File: src/common/occi_regs.svh
// Register indices, field positions, codes and reset values for the output compare interrupt block
`ifndef OCCI_REGS_SVH
`define OCCI_REGS_SVH

// Register indices; byte address is four times the index
`define OCCI_IDX_CH1_SEC 16'h0180
`define OCCI_IDX_CH1_MAIN 16'h0182
`define OCCI_IDX_CH1_CTRL 16'h0184
`define OCCI_IDX_CH2_SEC 16'h0186
`define OCCI_IDX_CH2_MAIN 16'h0188
`define OCCI_IDX_CH2_CTRL 16'h018a
`define OCCI_IDX_CH3_SEC 16'h018c
`define OCCI_IDX_CH3_MAIN 16'h018e
`define OCCI_IDX_CH3_CTRL 16'h0110
`define OCCI_IDX_CH4_SEC 16'h0192
`define OCCI_IDX_CH4_MAIN 16'h0194
`define OCCI_IDX_CH4_CTRL 16'h9610
`define OCCI_IDX_IRQ_STAT 16'h01a0
`define OCCI_IDX_IRQ_MASK 16'h01a2

// Control register fields
`define OCCI_CTRL_MODE_LSB 0
`define OCCI_CTRL_MODE_MSB 2
`define OCCI_CTRL_TSEL_BIT 3
`define OCCI_CTRL_FLT_BIT 4
`define OCCI_CTRL_IDLE_BIT 13

// Mode codes
`define OCCI_MODE_OFF 3'h0
`define OCCI_MODE_LOW 3'h1
`define OCCI_MODE_HIGH 3'h2
`define OCCI_MODE_TOGGLE 3'h3
`define OCCI_MODE_SINGLE 3'h4
`define OCCI_MODE_CONT 3'h5
`define OCCI_MODE_PWM 3'h6
`define OCCI_MODE_PWM_FLT 3'h7

// Interrupt status and mask layout: bits 3:0 channel flags, then timer A, timer B
`define OCCI_STAT_W 6
`define OCCI_STAT_CH_MSB 3
`define OCCI_STAT_TA_BIT 4
`define OCCI_STAT_TB_BIT 5

// Reset values
`define OCCI_REG_RESET 16'h0000
`define OCCI_STAT_RESET 6'h00
`define OCCI_RDATA_RESET 32'h0000_0000

`endif

File: src/common/occi_pkg.sv
// Types shared by the output compare interrupt block
`include "occi_regs.svh"
package occi_pkg;
    // Channel operating mode
    typedef enum logic [2:0] {
        OCCI_OFF = `OCCI_MODE_OFF,
        OCCI_LOW = `OCCI_MODE_LOW,
        OCCI_HIGH = `OCCI_MODE_HIGH,
        OCCI_TOGGLE = `OCCI_MODE_TOGGLE,
        OCCI_SINGLE = `OCCI_MODE_SINGLE,
        OCCI_CONT = `OCCI_MODE_CONT,
        OCCI_PWM = `OCCI_MODE_PWM,
        OCCI_PWM_FLT = `OCCI_MODE_PWM_FLT
    } occi_mode_e;
    // One 16-bit register word
    typedef logic [15:0] occi_word_t;
endpackage

File: src/common/occi_ch_if.sv
// Interface between the register core and one compare channel
`timescale 1ns/100ps
interface occi_ch_if;
    import occi_pkg::*;
    occi_mode_e mode;     // Current channel mode
    logic run;            // Low while the channel is halted in idle
    occi_word_t main_val; // Active compare / duty value
    occi_word_t sec_val;  // Secondary compare / next duty
    occi_word_t count;    // Selected timer count
    occi_word_t period;   // Selected timer period
    logic tick;           // Selected timer increment pulse
    logic fault_n;        // Fault input, low means fault
    logic fault_q;        // Latched fault status
    logic cmp_evt;        // Compare event, match modes only
    logic pwm_evt;        // Period event, PWM modes only
    logic fault_det;      // Fault seen in fault-protected PWM
    logic pin;            // Pin level
    logic pin_oe;         // Pin drive enable
    modport ctl (output mode, run, main_val, sec_val, count, period, tick, fault_n, fault_q,
                 input cmp_evt, pwm_evt, fault_det, pin, pin_oe);
    modport ch (input mode, run, main_val, sec_val, count, period, tick, fault_n, fault_q,
                output cmp_evt, pwm_evt, fault_det, pin, pin_oe);
endinterface

File: src/core/occi_channel.sv
// One compare channel: event detection and pin drive
`timescale 1ns/100ps
module occi_channel
    import occi_pkg::*;
(
    input wire logic core_clk,
    input wire logic sys_rst,
    occi_ch_if.ch chi
);
    // Mode classes
    wire is_pwm = (chi.mode == OCCI_PWM) || (chi.mode == OCCI_PWM_FLT);
    wire is_dual = (chi.mode == OCCI_SINGLE) || (chi.mode == OCCI_CONT);
    wire is_match = (chi.mode != OCCI_OFF) && !is_pwm;
    // Comparisons gated by the increment pulse so each count value matches once
    wire hit_main = chi.run && chi.tick && (chi.count == chi.main_val);
    wire hit_sec = chi.run && chi.tick && (chi.count == chi.sec_val);
    wire hit_per = chi.run && chi.tick && (chi.count == chi.period);
    wire duty_over = chi.main_val > chi.period;
    logic pin_q, pin_d, oe_q;

    // Channel flag source never fires in PWM modes
    assign chi.cmp_evt = is_match && (hit_main || (is_dual && hit_sec));
    // Period event is taken on the same increment as the period match
    assign chi.pwm_evt = is_pwm && hit_per;
    assign chi.fault_det = (chi.mode == OCCI_PWM_FLT) && !chi.fault_n;
    assign chi.pin = pin_q;
    assign chi.pin_oe = oe_q;

    // Next pin level per mode
    always_comb begin
        pin_d = pin_q;
        case (chi.mode)
            OCCI_OFF: pin_d = 1'b0;
            OCCI_LOW: if (hit_main) pin_d = 1'b0;
            OCCI_HIGH: if (hit_main) pin_d = 1'b1;
            OCCI_TOGGLE: if (hit_main) pin_d = !pin_q;
            OCCI_SINGLE, OCCI_CONT: begin
                // Rising edge on main, falling edge on secondary
                if (hit_main) pin_d = 1'b1;
                else if (hit_sec) pin_d = 1'b0;
            end
            OCCI_PWM, OCCI_PWM_FLT: begin
                // Zero duty stays low; duty above period never clears the pin
                if (hit_per) pin_d = (chi.sec_val != `OCCI_REG_RESET);
                else if (hit_main && !duty_over) pin_d = 1'b0;
            end
            default: pin_d = 1'b0;
        endcase
    end

    // Pin and enable flops; a fault floats the pin until cleared
    always_ff @(posedge core_clk) begin
        if (sys_rst) begin
            pin_q <= 1'b0;
            oe_q <= 1'b0;
        end else begin
            pin_q <= pin_d;
            oe_q <= (chi.mode != OCCI_OFF) && !chi.fault_q && !chi.fault_det;
        end
    end
endmodule

File: src/core/occi_top.sv
// Output compare interrupt block: APB registers, four channels, interrupt flags
`timescale 1ns/100ps
`include "occi_regs.svh"
module occi_top
    import occi_pkg::*;
#(
    parameter int NCH = 4
)(
    input wire logic core_clk,
    input wire logic sys_rst,
    input wire logic psel,
    input wire logic penable,
    input wire logic pwrite,
    input wire logic [17:0] paddr,
    input wire logic [31:0] pwdata,
    output logic [31:0] prdata,
    output logic pready,
    output logic pslverr,
    input wire logic [15:0] timer_a_count,
    input wire logic [15:0] timer_a_period,
    input wire logic timer_a_tick,
    input wire logic [15:0] timer_b_count,
    input wire logic [15:0] timer_b_period,
    input wire logic timer_b_tick,
    input wire logic cpu_idle,
    input wire logic fault_in_n,
    output logic [3:0] oc_pin,
    output logic [3:0] oc_pin_oe,
    output logic irq
);
    // Register index tables, one entry per channel
    localparam logic [15:0] IDX_SEC [4] = '{`OCCI_IDX_CH1_SEC, `OCCI_IDX_CH2_SEC,
                                            `OCCI_IDX_CH3_SEC, `OCCI_IDX_CH4_SEC};
    localparam logic [15:0] IDX_MAIN [4] = '{`OCCI_IDX_CH1_MAIN, `OCCI_IDX_CH2_MAIN,
                                             `OCCI_IDX_CH3_MAIN, `OCCI_IDX_CH4_MAIN};
    localparam logic [15:0] IDX_CTRL [4] = '{`OCCI_IDX_CH1_CTRL, `OCCI_IDX_CH2_CTRL,
                                             `OCCI_IDX_CH3_CTRL, `OCCI_IDX_CH4_CTRL};

    // Bus decode
    wire [15:0] idx = paddr[17:2];          // Word index of the access
    wire setup = psel && !penable;          // APB setup phase
    logic pready_q, pslverr_q;              // Registered answer flags
    logic [31:0] prdata_q;                  // Registered read data
    wire wr_en = psel && penable && pwrite && pready_q && !pslverr_q;
    wire hit_stat = (idx == `OCCI_IDX_IRQ_STAT);
    wire hit_mask = (idx == `OCCI_IDX_IRQ_MASK);

    // Per-channel gathered signals
    logic [NCH-1:0] hit_sec, hit_main, hit_ctrl;
    logic [NCH-1:0] cmp_evt_v, pwm_evt_v, tsel_v, is_pwm_v;
    logic [NCH-1:0][15:0] sec_v, main_v, ctrl_v;
    logic [3:0] pin_v, oe_v;

    // Interrupt status and mask
    logic [`OCCI_STAT_W-1:0] stat_q, stat_d, mask_q, mask_d, ev_set, clr_w, keep_w;
    logic irq_q;

    // Any mapped index; every other index is refused with an error
    wire hit_any = (|hit_sec) || (|hit_main) || (|hit_ctrl) || hit_stat || hit_mask;
    wire wr_stat = wr_en && hit_stat;
    wire wr_mask = wr_en && hit_mask;

    // One register set and one channel per compare output
    genvar i;
    generate
        for (i = 0; i < NCH; i++) begin : g_ch
            occi_ch_if chi();
            occi_word_t sec_q, main_q;     // Compare registers
            occi_mode_e mode_q;            // Mode field
            logic tsel_q, sidl_q, flt_q;   // Timer select, idle halt, fault status
            logic [15:0] ctrl_rd;          // Control readback word
            wire pwm_now = (mode_q == OCCI_PWM) || (mode_q == OCCI_PWM_FLT);

            // Index decode for this channel's three registers
            assign hit_sec[i] = (idx == IDX_SEC[i]);
            assign hit_main[i] = (idx == IDX_MAIN[i]);
            assign hit_ctrl[i] = (idx == IDX_CTRL[i]);

            // Time base chosen by the select bit, timer A by default
            assign chi.count = tsel_q ? timer_b_count : timer_a_count;
            assign chi.period = tsel_q ? timer_b_period : timer_a_period;
            assign chi.tick = tsel_q ? timer_b_tick : timer_a_tick;
            assign chi.mode = mode_q;
            assign chi.run = !(sidl_q && cpu_idle);
            assign chi.main_val = main_q;
            assign chi.sec_val = sec_q;
            assign chi.fault_n = fault_in_n;
            assign chi.fault_q = flt_q;

            assign cmp_evt_v[i] = chi.cmp_evt;
            assign pwm_evt_v[i] = chi.pwm_evt;
            assign tsel_v[i] = tsel_q;
            assign is_pwm_v[i] = pwm_now;
            assign sec_v[i] = sec_q;
            assign main_v[i] = main_q;
            assign ctrl_v[i] = ctrl_rd;
            assign pin_v[i] = chi.pin;
            assign oe_v[i] = chi.pin_oe;

            // Control readback; unused bits read as zero
            always_comb begin
                ctrl_rd = `OCCI_REG_RESET;
                ctrl_rd[`OCCI_CTRL_MODE_MSB:`OCCI_CTRL_MODE_LSB] = mode_q;
                ctrl_rd[`OCCI_CTRL_TSEL_BIT] = tsel_q;
                ctrl_rd[`OCCI_CTRL_FLT_BIT] = flt_q;
                ctrl_rd[`OCCI_CTRL_IDLE_BIT] = sidl_q;
            end

            // Secondary register, software owned
            always_ff @(posedge core_clk) begin
                if (sys_rst) sec_q <= `OCCI_REG_RESET;
                else if (wr_en && hit_sec[i]) sec_q <= pwdata[15:0];
            end

            // Main register; read-only while in PWM, reloaded on each period event
            always_ff @(posedge core_clk) begin
                if (sys_rst) main_q <= `OCCI_REG_RESET;
                else if (chi.pwm_evt) main_q <= sec_q;
                else if (wr_en && hit_main[i] && !pwm_now) main_q <= pwdata[15:0];
            end

            // Control fields
            always_ff @(posedge core_clk) begin
                if (sys_rst) begin
                    mode_q <= OCCI_OFF;
                    tsel_q <= 1'b0;
                    sidl_q <= 1'b0;
                end else if (wr_en && hit_ctrl[i]) begin
                    mode_q <= occi_mode_e'(pwdata[`OCCI_CTRL_MODE_MSB:`OCCI_CTRL_MODE_LSB]);
                    tsel_q <= pwdata[`OCCI_CTRL_TSEL_BIT];
                    sidl_q <= pwdata[`OCCI_CTRL_IDLE_BIT];
                end
            end

            // Fault status holds until the fault is gone and the control is rewritten
            // Fault set has priority so a write during a live fault cannot clear it
            always_ff @(posedge core_clk) begin
                if (sys_rst) flt_q <= 1'b0;
                else if (chi.fault_det) flt_q <= 1'b1;
                else if (wr_en && hit_ctrl[i]) flt_q <= 1'b0;
            end

            // Event detection and pin drive live in the channel module
            occi_channel u_ch (
                .core_clk(core_clk),
                .sys_rst(sys_rst),
                .chi(chi.ch)
            );
        end
    endgenerate

    // Event sources: channel flags in match modes, timer flags in PWM
    assign ev_set[`OCCI_STAT_CH_MSB:0] = cmp_evt_v;
    assign ev_set[`OCCI_STAT_TA_BIT] = |(pwm_evt_v & ~tsel_v);
    assign ev_set[`OCCI_STAT_TB_BIT] = |(pwm_evt_v & tsel_v);
    // Write-one-to-clear; a coincident event wins over the clear
    assign clr_w = wr_stat ? pwdata[`OCCI_STAT_W-1:0] : `OCCI_STAT_RESET;
    assign keep_w = stat_q & ~clr_w;
    assign stat_d = keep_w | ev_set;
    assign mask_d = wr_mask ? pwdata[`OCCI_STAT_W-1:0] : mask_q;

    // Read selection
    logic [15:0] rd_word;
    always_comb begin
        rd_word = `OCCI_REG_RESET;
        for (int k = 0; k < NCH; k++) begin
            if (hit_sec[k]) rd_word = sec_v[k];
            if (hit_main[k]) rd_word = main_v[k];
            if (hit_ctrl[k]) rd_word = ctrl_v[k];
        end
        if (hit_stat) rd_word = {10'h000, stat_q};
        if (hit_mask) rd_word = {10'h000, mask_q};
    end

    // Flags and mask; interrupt is computed from next values so it never lags a mask clear
    always_ff @(posedge core_clk) begin
        if (sys_rst) begin
            stat_q <= `OCCI_STAT_RESET;
            mask_q <= `OCCI_STAT_RESET;
            irq_q <= 1'b0;
        end else begin
            stat_q <= stat_d;
            mask_q <= mask_d;
            irq_q <= |(stat_d & mask_d);
        end
    end

    // APB answer: always ready in the first access cycle, error on unmapped index
    always_ff @(posedge core_clk) begin
        if (sys_rst) begin
            pready_q <= 1'b0;
            pslverr_q <= 1'b0;
            prdata_q <= `OCCI_RDATA_RESET;
        end else begin
            pready_q <= setup;
            pslverr_q <= setup && !hit_any;
            prdata_q <= (setup && !pwrite && hit_any) ? {16'h0000, rd_word} : `OCCI_RDATA_RESET;
        end
    end

    // Outputs come straight from flops
    assign prdata = prdata_q;
    assign pready = pready_q;
    assign pslverr = pslverr_q;
    assign oc_pin = pin_v;
    assign oc_pin_oe = oe_v;
    assign irq = irq_q;
endmodule

File: config.mk
export PLATFORM = sky130hd
export DESIGN_NAME = occi_top
export DESIGN_NICKNAME = d
export VERILOG_FILES = /design/src/common/occi_pkg.sv /design/src/common/occi_ch_if.sv /design/src/core/occi_channel.sv /design/src/core/occi_top.sv
export VERILOG_INCLUDE_DIRS = /design/src /design/src/common
export SDC_FILE = /design/constraint.sdc
export NUM_CORES = 1
export LEC_CHECK = 0
export BUFFER_PORTS_ARGS = -buffer_cell sky130_fd_sc_hd__buf_2
export CORE_ASPECT_RATIO = 1.4
export CORE_UTILIZATION = 35
export DETAILED_ROUTE_END_ITERATION = 6
export GPL_TIMING_DRIVEN = 1
export SLEW_MARGIN = 40
export SYNTH_ARGS = -nofsm -noshare
export SYNTH_HDL_FRONTEND = slang
export SYNTH_SLANG_ARGS = --single-unit
File: constraint.sdc
create_clock -name core_clk -period 5.6 [get_ports core_clk]
set_input_delay 0.84 -clock core_clk [delete_from_list [all_inputs] [get_ports core_clk]]
set_output_delay 0.84 -clock core_clk [all_outputs]
set_load 0.005 [all_outputs]
==> results_tabular.tex, run 1 <==
\begin{tabular}{lr}
\hline
Metric & Value \\
\hline
\multicolumn{2}{l}{\textbf{Status}} \\
\quad Outcome & finished with violations \\
\quad Violations in the final reports & DRC \\
\multicolumn{2}{l}{\textbf{Timing}} \\
\quad Final-report max-slew violation count & 0 \\
\quad Worst slew pin tran & 888 ps \\
\quad Post-layout minimum cycle time & 3840 ps \\
\quad Final clock period utilization by the worst path & 68.6\% \\
\quad Highest achievable clock rate & 260 MHz \\
\quad Setup repair after global routing missed its margin & no \\
\quad Final Hold Fails & 0 \\
\quad Post-route setup TNS & 0 ps \\
\quad Post-Route Skew & 15.8 ps \\
\quad Final worst setup slack & 1760 ps \\
\quad Setup violators final & 0 \\
\quad Max-slew headroom & 40.7\% \\
\multicolumn{2}{l}{\textbf{Routing}} \\
\quad Number of remaining DRC errors & 9 \\
\quad Number of violations reported at the end of detailed-routing iteration 0 & 1392 \\
\quad Total length of routed wires & 67100 um \\
\quad Average wire length per cell after detail routing & 28.1 um \\
\quad Remaining antenna violation count after routing & 0 \\
\quad Vias per cell & 6.18 \\
\quad Number of iterations in the first detailed-routing pass & 7 \\
\quad Number of vias in the routed layout & 14700 \\
\multicolumn{2}{l}{\textbf{CTS}} \\
\quad Sink Count & 191 \\
\quad Resized Gates After CTS & 0 \\
\quad \# H-tree levels & 4 \\
\quad CTS root buffer & sky130\_fd\_sc\_hd\_\_clkbuf\_16 \\
\quad Postcts setup bufs & 0 \\
\quad Post-cts hold buffer count & 0 \\
\quad Clock-pin transition on the worst setup and hold timing paths & 80 ps \\
\quad TritonCTS Buffers & 17 \\
\quad Worst skew pair latency & 480 ps \\
\quad Max Buffers Root-to-Sink & 2 \\
\quad Clock tree from TritonCTS & yes \\
\multicolumn{2}{l}{\textbf{Final layout}} \\
\quad Post-layout instance area & 16000 um2 \\
\quad Layout cells sized above 1 & 12.4\% \\
\quad Antenna diode count & 0 \\
\quad Number of nets in the layout & 2025 \\
\quad Post-synthesis to final-layout area growth & 10.2\% \\
\multicolumn{2}{l}{\textbf{Power and ir drop}} \\
\quad Leakage power of the design & 5.26 nW \\
\quad Highest ir drop seen on vdd & 0.215 mV \\
\quad Power density normalized to cell area & 188 nW/um2 \\
\quad Clock network fraction of total power & 41.0\% \\
\quad Internal power & 2.07 mW \\
\quad Switching share of power & 31.1\% \\
\quad Net switching power of the design & 938 uW \\
\quad Fraction of power consumed by combinational cells & 14.0\% \\
\quad Share of power burned in registers & 45.0\% \\
\multicolumn{2}{l}{\textbf{Die}} \\
\quad Total die area & 42300 um2 \\
\quad Initial Util & 35.8\% \\
\quad Area of the placeable core & 40600 um2 \\
\quad Die height & 243 um \\
\quad Die Width & 174 um \\
\quad I/O Pins & 166 \\
\quad Standard-cell rows & 87 \\
\multicolumn{2}{l}{\textbf{Synthesis}} \\
\quad Number of enable-type register cells in the synthesized netlist & 0 \\
\quad Share of the synthesized area in the top cell type & 26.3\% \\
\quad Share of the yosys chip area belonging to registers & 26.3\% \\
\quad Most area-hungry cell type in the Yosys netlist & sky130\_fd\_sc\_hd\_\_dfxtp\_1 \\
\quad Mean instance size in the synthesized netlist & 8.09 um2 \\
\quad Register bit count reported by yosys & 191 \\
\quad Top flip-flop cell by instance count after synthesis & sky130\_fd\_sc\_hd\_\_dfxtp\_1 \\
\quad Post-synthesis cell type count & 74 \\
\quad Number of standard cells after synthesis & 1795 \\
\quad Proportion of synthesized flip-flops having asynchronous set or reset & 0\% \\
\quad Netlist Area Pre-Place & 14500 um2 \\
\quad Yosys warns & 0 \\
\quad Biggest area contributors in the synthesized netlist & sky130\_fd\_sc\_hd\_\_dfxtp\_1 (26\%), sky130\_fd\_sc\_hd\_\_mux2i\_1 (12\%), sky130\_fd\_sc\_hd\_\_xnor2\_1 (8.0\%) \\
\multicolumn{2}{l}{\textbf{Placement}} \\
\quad Total cell area at the placement stage & 15400 um2 \\
\quad Final weighted congestion in routability-driven placement & 1.01 \\
\quad DP HPWL & 53000 um \\
\quad Worst setup timing slack at the placement stage & 1450 ps \\
\quad Port bufs & 131 \\
\multicolumn{2}{l}{\textbf{Critical path}} \\
\quad List of cells traversed by the critical path & buf\_4, mux2i\_1, xnor2\_1, nand3\_1, a2111oi\_0, nor2b\_1, buf\_4, nor2\_2, nand2\_1, a21oi\_1 \\
\quad Crit Path Class & reg2reg \\
\quad Crit path arrival time & 4160 ps \\
\quad Slowest Stage Delay on Critical Path & 770 ps \\
\quad Slowest cell on the critical path & sky130\_fd\_sc\_hd\_\_dfxtp\_2 \\
\quad Most repeated library cell on the critical path & sky130\_fd\_sc\_hd\_\_buf\_4 \\
\quad Setup crit end kind & register \\
\quad Required time of the critical path & 5920 ps \\
\quad Reg-to-reg slack, setup & 1760 ps \\
\quad Top fanout value on the critical path & 23 \\
\quad Cell family contributing the most delay on the critical path & simple AND/OR/NAND/NOR gates \\
\quad Crit path buf inv count & 2 \\
\quad Critical path launch point type & register \\
\multicolumn{2}{l}{\textbf{Global route}} \\
\quad Wire length of the first global-routing pass & 96100 um \\
\quad Overflow after GRT & 0 \\
\quad Pin count of the biggest net entering global routing & 91 \\
\quad Number of global-route vias before repair & 14000 \\
\quad Number of antenna violations at the first check in global routing & 1 \\
\quad Global routing usage summed across all routing layers & 31.4\% \\
\multicolumn{2}{l}{\textbf{Flow run}} \\
\quad Max capacitance violation total & 0 \\
\multicolumn{2}{l}{\textbf{Worst hold path}} \\
\quad Type of the tightest min-delay check & reg2reg \\
\hline
\end{tabular}
==> power groups by stage <==
stage          clock (mW)  sequential [mW]  combinational (mW)
2_1_floorplan           0             1.39               0.231
3_3_place_gp            0             1.39               0.408
3_5_place_dp            0             1.39               0.408
4_1_cts              1.25             1.36               0.411
5_1_grt              1.30             1.36               0.439
6_report             1.24             1.36               0.421
==> sequential cells by signal, summed over array words and instances (netlist names), 4 cells and up <==
register and flops:
prdata 16, g_ch.chi.main_val 64, g_ch.chi.mode 12, g_ch.u_ch.chi.pin 4, g_ch.chi.sec_val 64, mask_q 6, stat_q 6, g_ch.sidl_q 4
g_ch.chi.fault_q 4, g_ch.tsel_q 4, g_ch.u_ch.chi.pin_oe 4
==> path summary, 6_finish.rpt <==
path	start	end	depth (start not counted)
min reg2reg	g_ch[0].chi.fault_q$_SDFFE_PP0P_	g_ch[0].u_ch.chi.pin_oe$_SDFF_PP0_	1
max reg2reg	g_ch[1].tsel_q$_SDFFE_PP0P_	g_ch[1].chi.main_val[13]$_SDFFE_PP0P_	10
max	g_ch[1].tsel_q$_SDFFE_PP0P_	g_ch[1].chi.main_val[13]$_SDFFE_PP0P_	10
min	g_ch[0].chi.fault_q$_SDFFE_PP0P_	g_ch[0].u_ch.chi.pin_oe$_SDFF_PP0_	1
==> cells in the mapped netlist (all sizes together) (7+ instances only) <==
cell type	n
nor4	74
dfxtp	191
a31oi	9
a221oi	10
nand4	27
inv	33
nor3	37
nand2	218
o22ai	13
a221o	8
and3	11
o21ai	28
mux2	7
xor2	27
a21oi	162
a22oi	73
nor2b	23
o21a	16
ha	64
a222oi	13
a41oi	10
xnor2	133
mux2i	189
buf	70
a21o	14
clkbuf	75
nand2b	10
and4	11
nand3	24
nor3b	9
nor2	129
a2111oi	8
or4	7
==> per-stage QoR <==
| stage | util (%) | hold WS [ps] | power, mW | std cells |
|---|---|---|---|---|
| after floorplan | - | 420 | 1.62 | 1810 |
| after global placement | 37.8 | 463 | 1.80 | 2352 |
| after detailed placement | 38.0 | 471 | 1.80 | 2353 |
| after CTS | 39.4 | 483 | 3.02 | 2385 |
| after global routing | 39.4 | 522 | 3.10 | 2385 |
| final | 39.4 | 480 | 3.01 | 2385 |
==> layout by cell type, fill, tap and decap left out, drive strengths merged, types with 5 or more instances in the layout <==
cell type,instances
nor2b,23
a2111oi,8
a222oi,13
a22oi,73
a221o,8
buf,154
xor2,27
nor2,129
o221ai,6
a221oi,10
o21a,16
o211ai,6
nand4,27
mux2,7
nand2,218
o21ai,28
and2,5
inv,38
clkinv,9
clkbuf,17
and4,11
a31oi,9
o22ai,13
mux2i,189
or4,7
nor4,74
and3,11
a41oi,10
nand3,24
conb,16
nor3,37
ha,64
dfxtp,191
a211oi,6
a21oi,162
nand2b,10
a21o,14
nor3b,9
xnor2,133
==> final cells by class <==
class	instances	area, um2
Inverter	33	124
Sequential cell	191	3830
Clock buffer	17	425
Timing Repair Buffer	154	842
Multi-Input combinational cell	1441	9950
Tap cell	534	668
Clock inverter	15	153
Fill cell	4176	24600
==> logic make-up after synthesis <==
logic type | after synthesis | synth area share [%]
mux | 196 | 13.8
xor+xnor | 160 | 9.65
buf+inv | 178 | 5.88
other cells | 1 | 0.0258
simple gates | 596 | 20.2
compound gates | 409 | 18.6
flops | 191 | 26.3
fa+ha+maj | 64 | 5.52
==> per-layer routing <==
layer,up-vias,routed length [um],global-route usage (%)
met3,239,4830,4.89
li1,6609,-,-
met1,7006,25800,37.2
met5,-,13,0
met2,873,30800,51.1
met4,2,5640,23.4
(Power assumes the default switching activity.)
==> run 2: changes to the inputs <==
Clock period 5.6 ns to 3.2 ns, I/O delays scaled along.
==> results_tabular.tex, run 2 (synthesis gave the netlist of run 1 again) <==
\begin{tabular}{lr}
\hline
Metric & Value \\
\hline
\multicolumn{2}{l}{\textbf{Critical path}} \\
\quad List of cells traversed by the critical path & buf\_12, mux2i\_1, xnor2\_1, nand3\_1, a2111oi\_0, buf\_4, nor2b\_1, buf\_4, buf\_12, a22oi\_1, a21oi\_1 \\
\quad Crit Path Class & reg2reg \\
\quad Setup crit end kind & register \\
\quad Required time of the critical path & 3590 ps (-2330 ps) \\
\quad Cell family contributing the most delay on the critical path & buffers and inverters \\
\quad Critical path launch point type & register \\
\quad Top fanout value on the critical path & 43 (+87\%) \\
\quad Crit path buf inv count & 4 (+2) \\
\quad Crit path arrival time & 3410 ps (-750 ps) \\
\quad Worst r2r path cells & 11 (+1) \\
\quad Slowest cell on the critical path & sky130\_fd\_sc\_hd\_\_a2111oi\_0 \\
\quad Slowest Stage Delay on Critical Path & 460 ps (-310 ps) \\
\quad Number of cells on the critical path & 11 (+1) \\
\multicolumn{2}{l}{\textbf{Die}} \\
\quad Total die area & 42300 um2 (unchanged) \\
\quad Area of the placeable core & 40600 um2 (unchanged) \\
\quad I/O Pins & 166 (unchanged) \\
\quad Die Width & 174 um (unchanged) \\
\quad Die height & 243 um (unchanged) \\
\quad Standard-cell rows & 87 (unchanged) \\
\quad Initial Util & 35.8\% (unchanged) \\
\multicolumn{2}{l}{\textbf{CTS}} \\
\quad CTS root buffer & sky130\_fd\_sc\_hd\_\_clkbuf\_16 \\
\quad Clock-pin transition on the worst setup and hold timing paths & 80 ps (about the same) \\
\quad Postcts setup bufs & 0 (unchanged) \\
\quad Sink Count & 191 (unchanged) \\
\quad TritonCTS Buffers & 17 (unchanged) \\
\quad Post-cts hold buffer count & 0 (unchanged) \\
\quad Clock tree from TritonCTS & yes \\
\quad \# H-tree levels & 4 (unchanged) \\
\quad Worst skew pair latency & 480 ps (about the same) \\
\quad Max Buffers Root-to-Sink & 2 (unchanged) \\
\multicolumn{2}{l}{\textbf{Global route}} \\
\quad Wire length of the first global-routing pass & 97900 um (+1.9\%) \\
\quad Global routing usage summed across all routing layers & 31.8\% (+0.42 points) \\
\quad Number of antenna violations at the first check in global routing & 0 (-1) \\
\quad Pin count of the biggest net entering global routing & 100 (+9.9\%) \\
\quad Number of global-route vias before repair & 14400 (+2.9\%) \\
\quad Overflow after GRT & 0 (unchanged) \\
\multicolumn{2}{l}{\textbf{Timing}} \\
\quad Final-report max-slew violation count & 0 (unchanged) \\
\quad Final Hold Fails & 0 (unchanged) \\
\quad Setup repair after global routing missed its margin & no \\
\quad Final clock period utilization by the worst path & 94.4\% (+26 points) \\
\quad Max-slew headroom & 40.4\% (-0.24 points) \\
\quad Setup violators final & 0 (unchanged) \\
\quad Final worst setup slack & 180 ps (-1580 ps) \\
\quad Highest achievable clock rate & 331 MHz (+27\%) \\
\quad Worst slew pin tran & 894 ps (+6.27 ps) \\
\quad Post-layout minimum cycle time & 3020 ps (-820 ps) \\
\quad Post-Route Skew & 15.0 ps (-0.789 ps) \\
\multicolumn{2}{l}{\textbf{Final layout}} \\
\quad Most frequent cells in the layout & sky130\_fd\_sc\_hd\_\_nand2\_1 (217), sky130\_fd\_sc\_hd\_\_dfxtp\_1 (187), sky130\_fd\_sc\_hd\_\_mux2i\_1 (180), sky130\_fd\_sc\_hd\_\_a21oi\_1 (162), sky130\_fd\_sc\_hd\_\_xnor2\_1 (133) \\
\quad Post-route insts no fill & 2470 (+3.6\%) \\
\quad Post-layout instance area & 16700 um2 (+4.4\%) \\
\quad Total area of multi-input combinational cells & 9930 um2 (-0.24\%) \\
\quad Final core utilization & 41.1\% (+1.7 points) \\
\quad Layout cells sized above 1 & 16.1\% (+3.6 points) \\
\quad Number of nets in the layout & 2110 (+4.2\%) \\
\quad Most common cell after layout, fill and taps aside & sky130\_fd\_sc\_hd\_\_nand2\_1 \\
\quad FF/Latch Area & 3830 um2 (unchanged) \\
\quad Antenna diode count & 0 (unchanged) \\
\quad Post-synthesis to final-layout area growth & 15.0\% \\
\quad Number of fillers in the final layout & 4170 (-0.14\%) \\
\multicolumn{2}{l}{\textbf{Routing}} \\
\quad Average wire length per cell after detail routing & 27.5 um (-2.2\%) \\
\quad Number of vias in the routed layout & 15100 (+2.7\%) \\
\quad Vias per cell & 6.12 (-0.87\%) \\
\quad Total length of routed wires & 67900 um (+1.3\%) \\
\quad Remaining antenna violation count after routing & 0 (unchanged) \\
\quad Number of iterations in the first detailed-routing pass & 7 (unchanged) \\
\quad Number of violations reported at the end of detailed-routing iteration 0 & 1659 (+19\%) \\
\quad Number of remaining DRC errors & 3 (-6) \\
\multicolumn{2}{l}{\textbf{Placement}} \\
\quad DP HPWL & 54300 um (+2.5\%) \\
\quad Worst setup timing slack at the placement stage & 33.3 ps (-1420 ps) \\
\quad Port bufs & 131 (unchanged) \\
\quad Final weighted congestion in routability-driven placement & 0.994 (-1.8\%) \\
\quad Total cell area at the placement stage & 16100 um2 (+4.4\%) \\
\quad Post-placement cell count & 2438 (+3.6\%) \\
\multicolumn{2}{l}{\textbf{Status}} \\
\quad Violations in the final reports & DRC \\
\quad Outcome & finished with violations \\
\multicolumn{2}{l}{\textbf{Power and ir drop}} \\
\quad Leakage power of the design & 5.72 nW (+8.6\%) \\
\quad Power density normalized to cell area & 323 nW/um2 (+71\%) \\
\quad Highest ir drop seen on vdd & 0.369 mV (+72\%) \\
\multicolumn{2}{l}{\textbf{Flow run}} \\
\quad Max capacitance violation total & 0 (unchanged) \\
\multicolumn{2}{l}{\textbf{Worst hold path}} \\
\quad Hold path depth & 2 (+1) \\
\quad Type of the tightest min-delay check & in2reg \\
\hline
\end{tabular}
==> run 2: worst register-to-register path: stages (launching register included) <==
cell                        delay, ps
sky130_fd_sc_hd__dfxtp_2          350
sky130_fd_sc_hd__buf_12           260
sky130_fd_sc_hd__mux2i_1          470
sky130_fd_sc_hd__xnor2_1          180
sky130_fd_sc_hd__nand3_1          110
sky130_fd_sc_hd__a2111oi_0        460
sky130_fd_sc_hd__buf_4            210
sky130_fd_sc_hd__nor2b_1          280
sky130_fd_sc_hd__buf_4            200
sky130_fd_sc_hd__buf_12           140
sky130_fd_sc_hd__a22oi_1          100
sky130_fd_sc_hd__a21oi_1          180
==> run 2: stage by stage <==
step                hold slack (ps)  power [mW]  setup TNS (ps)
floorplan                       420        2.84           -52.9
finish                          189        5.39               0
CTS                             178        5.39               0
global placement                464        3.19           -2130
global route                    191        5.55               0
detailed placement              476        3.19               0
==> run 2: area by class of cell <==
class	instances	area share, %
Clock buffer	18	2.63
Clock inverter	14	0.982
Inverter	33	0.742
Multi-Input combinational cell	1441	59.5
Sequential cell	191	22.9
Tap cell	534	4.00
Timing Repair Buffer	239	9.24
==> run 2: metal layers <==
layer | track usage [%] | vias to the layer above | routed length [um]
met1 | 38.4 | 7167 | 26300
li1 | - | 6782 | -
met3 | 3.85 | 258 | 4640
met5 | 0 | - | 0
met4 | 27.1 | 0 | 6420
met2 | 50.1 | 914 | 30600
==> run 2: final timing paths <==
kind | end | from | slack [ps]
max reg2reg | g_ch[1].chi.main_val[0]$_SDFFE_PP0P_ | g_ch[1].tsel_q$_SDFFE_PP0P_ | 180
min | pready$_SDFF_PP0_ | sys_rst | 190
max | g_ch[1].chi.main_val[0]$_SDFFE_PP0P_ | g_ch[1].tsel_q$_SDFFE_PP0P_ | 180
min reg2reg | g_ch[0].u_ch.chi.pin_oe$_SDFF_PP0_ | g_ch[0].chi.fault_q$_SDFFE_PP0P_ | 490
==> run 2: power breakdown <==
group | switching, mW | total (mW) | leakage [nW] | internal, mW
Sequential | 0.000353 | 2.37 | 1.54 | 2.37
Clock | 1.16 | 2.23 | 0.296 | 1.07
Combinational | 0.527 | 0.785 | 3.88 | 0.258
Total | 1.68 | 5.39 | 5.72 | 3.71
==> run 2: what timing repair did <==
action                                  in CTS  in global routing
gates resized for setup                      0                  2
endpoints found under the setup margin       0                  3
hold endpoints to repair                     0                  0
==> run 3: changes to the inputs <==
Settings changed: SYNTH_HIERARCHICAL from default to 1.
==> results_tabular.tex, run 3 <==
\begin{tabular}{lr}
\hline
Metric & Value \\
\hline
\multicolumn{2}{l}{\textbf{Routing}} \\
\quad Number of iterations in the first detailed-routing pass & 6 (-1) \\
\quad Remaining antenna violation count after routing & 0 (unchanged) \\
\quad Average wire length per cell after detail routing & 26.6 um (-3.3\%) \\
\quad Number of vias in the routed layout & 15100 (+0.099\%) \\
\quad Number of remaining DRC errors & 0 (-3) \\
\quad Vias per cell & 5.94 (-3.0\%) \\
\quad Number of violations reported at the end of detailed-routing iteration 0 & 1483 (-11\%) \\
\quad Total length of routed wires & 67800 um (-0.21\%) \\
\multicolumn{2}{l}{\textbf{Placement}} \\
\quad Port bufs & 131 (unchanged) \\
\quad DP HPWL & 52300 um (-3.7\%) \\
\quad Post-placement cell count & 2499 (+2.5\%) \\
\quad Final weighted congestion in routability-driven placement & 0.967 (-2.7\%) \\
\multicolumn{2}{l}{\textbf{Timing}} \\
\quad Max-slew headroom & 39.0\% (-1.4 points) \\
\quad Final-report max-slew violation count & 0 (unchanged) \\
\quad Worst slew pin tran & 914 ps (+20.4 ps) \\
\quad Post-Route Skew & 10.0 ps (-5.02 ps) \\
\quad Highest achievable clock rate & 317 MHz (-4.2\%) \\
\quad Final Hold Fails & 0 (unchanged) \\
\quad Setup violators final & 0 (unchanged) \\
\quad Post-route setup TNS & 0 ps (unchanged) \\
\quad Final clock period utilization by the worst path & 98.5\% (+4.1 points) \\
\quad Post-layout minimum cycle time & 3150 ps (+132 ps) \\
\quad Post-route worst hold slack & 205 ps (+16.1 ps) \\
\multicolumn{2}{l}{\textbf{Synthesis}} \\
\quad Largest family of logic cells by synthesized area & simple AND/OR/NAND/NOR gates \\
\quad Register bit count reported by yosys & 191 (unchanged) \\
\quad Number of enable-type register cells in the synthesized netlist & 0 (unchanged) \\
\quad Post-synthesis cell type count & 75 (+1.4\%) \\
\quad Fraction of the mapped netlist area in compound gates & 15.6\% (-3.0 points) \\
\quad Top flip-flop cell by instance count after synthesis & sky130\_fd\_sc\_hd\_\_dfxtp\_1 \\
\quad Netlist Area Pre-Place & 15100 um2 (+3.7\%) \\
\quad Biggest area contributors in the synthesized netlist & sky130\_fd\_sc\_hd\_\_dfxtp\_1 (25\%), sky130\_fd\_sc\_hd\_\_xnor2\_1 (10\%), sky130\_fd\_sc\_hd\_\_mux2\_2 (10\%) \\
\quad Share of the synthesized area in the top cell type & 25.4\% (-0.95 points) \\
\quad Synth Area in Adders & 5.32\% (-0.20 points) \\
\quad Mean instance size in the synthesized netlist & 8.17 um2 (+0.97\%) \\
\quad Number of standard cells after synthesis & 1844 (+2.7\%) \\
\quad Leading cell types by count after synthesis & sky130\_fd\_sc\_hd\_\_nand2\_1 (216), sky130\_fd\_sc\_hd\_\_dfxtp\_1 (191), sky130\_fd\_sc\_hd\_\_xnor2\_1 (175) \\
\quad Most area-hungry cell type in the Yosys netlist & sky130\_fd\_sc\_hd\_\_dfxtp\_1 \\
\quad Mux share of post-synthesis cell area & 15.7\% (+1.9 points) \\
\quad Leading cell type by number of instances after synthesis & sky130\_fd\_sc\_hd\_\_nand2\_1 \\
\quad Share of the yosys chip area belonging to registers & 25.4\% (-0.95 points) \\
\quad Yosys warns & 6 (+6) \\
\quad Proportion of synthesized flip-flops having asynchronous set or reset & 0\% (unchanged) \\
\quad Synthesized-area fraction occupied by xor and xnor cells & 11.2\% (+1.5 points) \\
\quad Area fraction in and, or, nand and nor cells after synthesis & 20.7\% (+0.58 points) \\
\multicolumn{2}{l}{\textbf{Global route}} \\
\quad Pin count of the biggest net entering global routing & 177 (+77\%) \\
\quad Overflow after GRT & 0 (unchanged) \\
\quad Number of antenna violations at the first check in global routing & 0 (unchanged) \\
\quad Number of global-route vias before repair & 14300 (-0.58\%) \\
\quad Global routing usage summed across all routing layers & 30.0\% (-1.8 points) \\
\quad Wire length of the first global-routing pass & 95300 um (-2.7\%) \\
\multicolumn{2}{l}{\textbf{Critical path}} \\
\quad Critical path launch point type & register \\
\quad Required time of the critical path & 3580 ps (about the same) \\
\quad Setup crit end kind & register \\
\quad Top fanout value on the critical path & 8 (-81\%) \\
\quad Crit Path Class & reg2reg \\
\quad Crit path arrival time & 3530 ps (+120 ps) \\
\multicolumn{2}{l}{\textbf{Die}} \\
\quad I/O Pins & 166 (unchanged) \\
\quad Die Width & 177 um (+1.8\%) \\
\quad Initial Util & 35.6\% (-0.17 points) \\
\quad Total die area & 43900 um2 (+3.7\%) \\
\quad Standard-cell rows & 89 (+2.3\%) \\
\quad Area of the placeable core & 42300 um2 (+4.2\%) \\
\quad Die height & 247 um (+1.8\%) \\
\multicolumn{2}{l}{\textbf{Power and ir drop}} \\
\quad Power density normalized to cell area & 303 nW/um2 (-6.1\%) \\
\quad Highest ir drop seen on vdd & 0.235 mV (-36\%) \\
\quad Leakage power of the design & 6.27 nW (+9.7\%) \\
\multicolumn{2}{l}{\textbf{CTS}} \\
\quad Max Buffers Root-to-Sink & 2 (unchanged) \\
\quad \# H-tree levels & 4 (unchanged) \\
\quad Sink Count & 191 (unchanged) \\
\quad Clock tree from TritonCTS & yes \\
\quad Post-cts hold buffer count & 0 (unchanged) \\
\quad TritonCTS Buffers & 17 (unchanged) \\
\quad Clock-pin transition on the worst setup and hold timing paths & 80 ps (about the same) \\
\quad CTS root buffer & sky130\_fd\_sc\_hd\_\_clkbuf\_16 \\
\quad Worst skew pair latency & 470 ps (about the same) \\
\multicolumn{2}{l}{\textbf{Status}} \\
\quad Outcome & complete, no violations \\
\multicolumn{2}{l}{\textbf{Flow run}} \\
\quad Max capacitance violation total & 0 (unchanged) \\
\multicolumn{2}{l}{\textbf{Final layout}} \\
\quad Number of fillers in the final layout & 4325 (+3.7\%) \\
\quad Number of nets in the layout & 2177 (+3.2\%) \\
\quad Layout cells sized above 1 & 23.7\% (+7.6 points) \\
\quad Post-synthesis to final-layout area growth & 17.5\% \\
\quad Antenna diode count & 0 (unchanged) \\
\quad Most common cell after layout, fill and taps aside & sky130\_fd\_sc\_hd\_\_nand2\_1 \\
\quad Total area of multi-input combinational cells & 10600 um2 (+6.3\%) \\
\quad FF/Latch Area & 3830 um2 (about the same) \\
\quad Most frequent cells in the layout & sky130\_fd\_sc\_hd\_\_nand2\_1 (216), sky130\_fd\_sc\_hd\_\_dfxtp\_1 (188), sky130\_fd\_sc\_hd\_\_xnor2\_1 (165), sky130\_fd\_sc\_hd\_\_a21oi\_1 (133) \\
\quad Post-route insts no fill & 2549 (+3.2\%) \\
\multicolumn{2}{l}{\textbf{Worst hold path}} \\
\quad Type of the tightest min-delay check & in2reg \\
\hline
\end{tabular}
-- run 3: layer usage --
layer | up-vias | share of wire (%) | global-route usage (%)
met5 | - | 0 | 0
met4 | 0 | 7.0 | 19.3
met3 | 178 | 6.5 | 3.48
met2 | 801 | 46 | 49.8
met1 | 7249 | 40 | 36.6
li1 | 6908 | - | -
-- run 3: kinds of logic after synthesis --
group | after synthesis
muxes | 220
adders and majority gates | 64
other | 1
xor gates and xnor gates | 192
and+or+nand+nor | 619
DFF | 191
AOI/OAI and AO/OA | 351
buffers and inverters | 206
-- run 3: final timing paths --
| kind | start | end | slack, ps | depth (start not counted) |
|---|---|---|---|---|
| hold reg to reg | mask_q[2]$_SDFF_PP0_ | prdata[2]$_SDFF_PP0_ | 460 | 2 |
| setup / recovery | g_ch[3].tsel_q$_SDFFE_PP0P_ | g_ch[3].chi.main_val[1]$_SDFFE_PP0P_ | 50 | 15 |
| setup reg to reg | g_ch[3].tsel_q$_SDFFE_PP0P_ | g_ch[3].chi.main_val[1]$_SDFFE_PP0P_ | 50 | 15 |
| hold / removal | penable | pready$_SDFF_PP0_ | 200 | 2 |
-- run 3: where the power goes --
group / internal, mW / total, mW / switching, mW
Combinational: 0.308 / 0.829 / 0.521
Sequential: 2.37 / 2.37 / 0.000502
Clock: 1.07 / 2.16 / 1.09
Total: 3.75 / 5.36 / 1.62
-- run 3: cell type report --
class	instances	share of cell area, %
clock buffer	19	2.56
clock inverter	13	0.679
inverter	74	1.57
multi-input combinational	1462	59.7
sequential	191	21.7
tap	546	3.86
timing repair buffer	244	10.0
-- run 3: worst max-delay path, stage by stage, from the launching register on --
cell                        delay (ps)
sky130_fd_sc_hd__dfxtp_4           450
sky130_fd_sc_hd__clkbuf_16         200
sky130_fd_sc_hd__mux2_4            360
sky130_fd_sc_hd__xnor2_2           170
sky130_fd_sc_hd__buf_4             150
sky130_fd_sc_hd__nand4_1           110
sky130_fd_sc_hd__nor4_2            330
sky130_fd_sc_hd__buf_4             170
sky130_fd_sc_hd__nand2_1            80
sky130_fd_sc_hd__nor2_4            160
sky130_fd_sc_hd__buf_4             140
sky130_fd_sc_hd__inv_1              90
sky130_fd_sc_hd__o21ai_4           140
sky130_fd_sc_hd__clkbuf_16         230
sky130_fd_sc_hd__nor2_1             40
sky130_fd_sc_hd__a211oi_1          230
-- run 3: what timing repair did --
action	4_1_cts	5_1_grt
endpoints found under the setup margin	0	23
resized for setup	0	27
buffers inserted	0	11
-- run 3: through the flow --
stage          total power, mW  setup slack, ps  cell area, um2  utilization [%]
5_1_grt                   5.53            -16.4           17700             41.8
3_5_place_dp              3.22             -154           16700             39.5
2_1_floorplan             2.90             3.09           15100                -
6_report                  5.36             48.0           17700             41.8
4_1_cts                   5.36             38.4           17300             40.9
3_3_place_gp              3.21            -65.9           16700             39.5
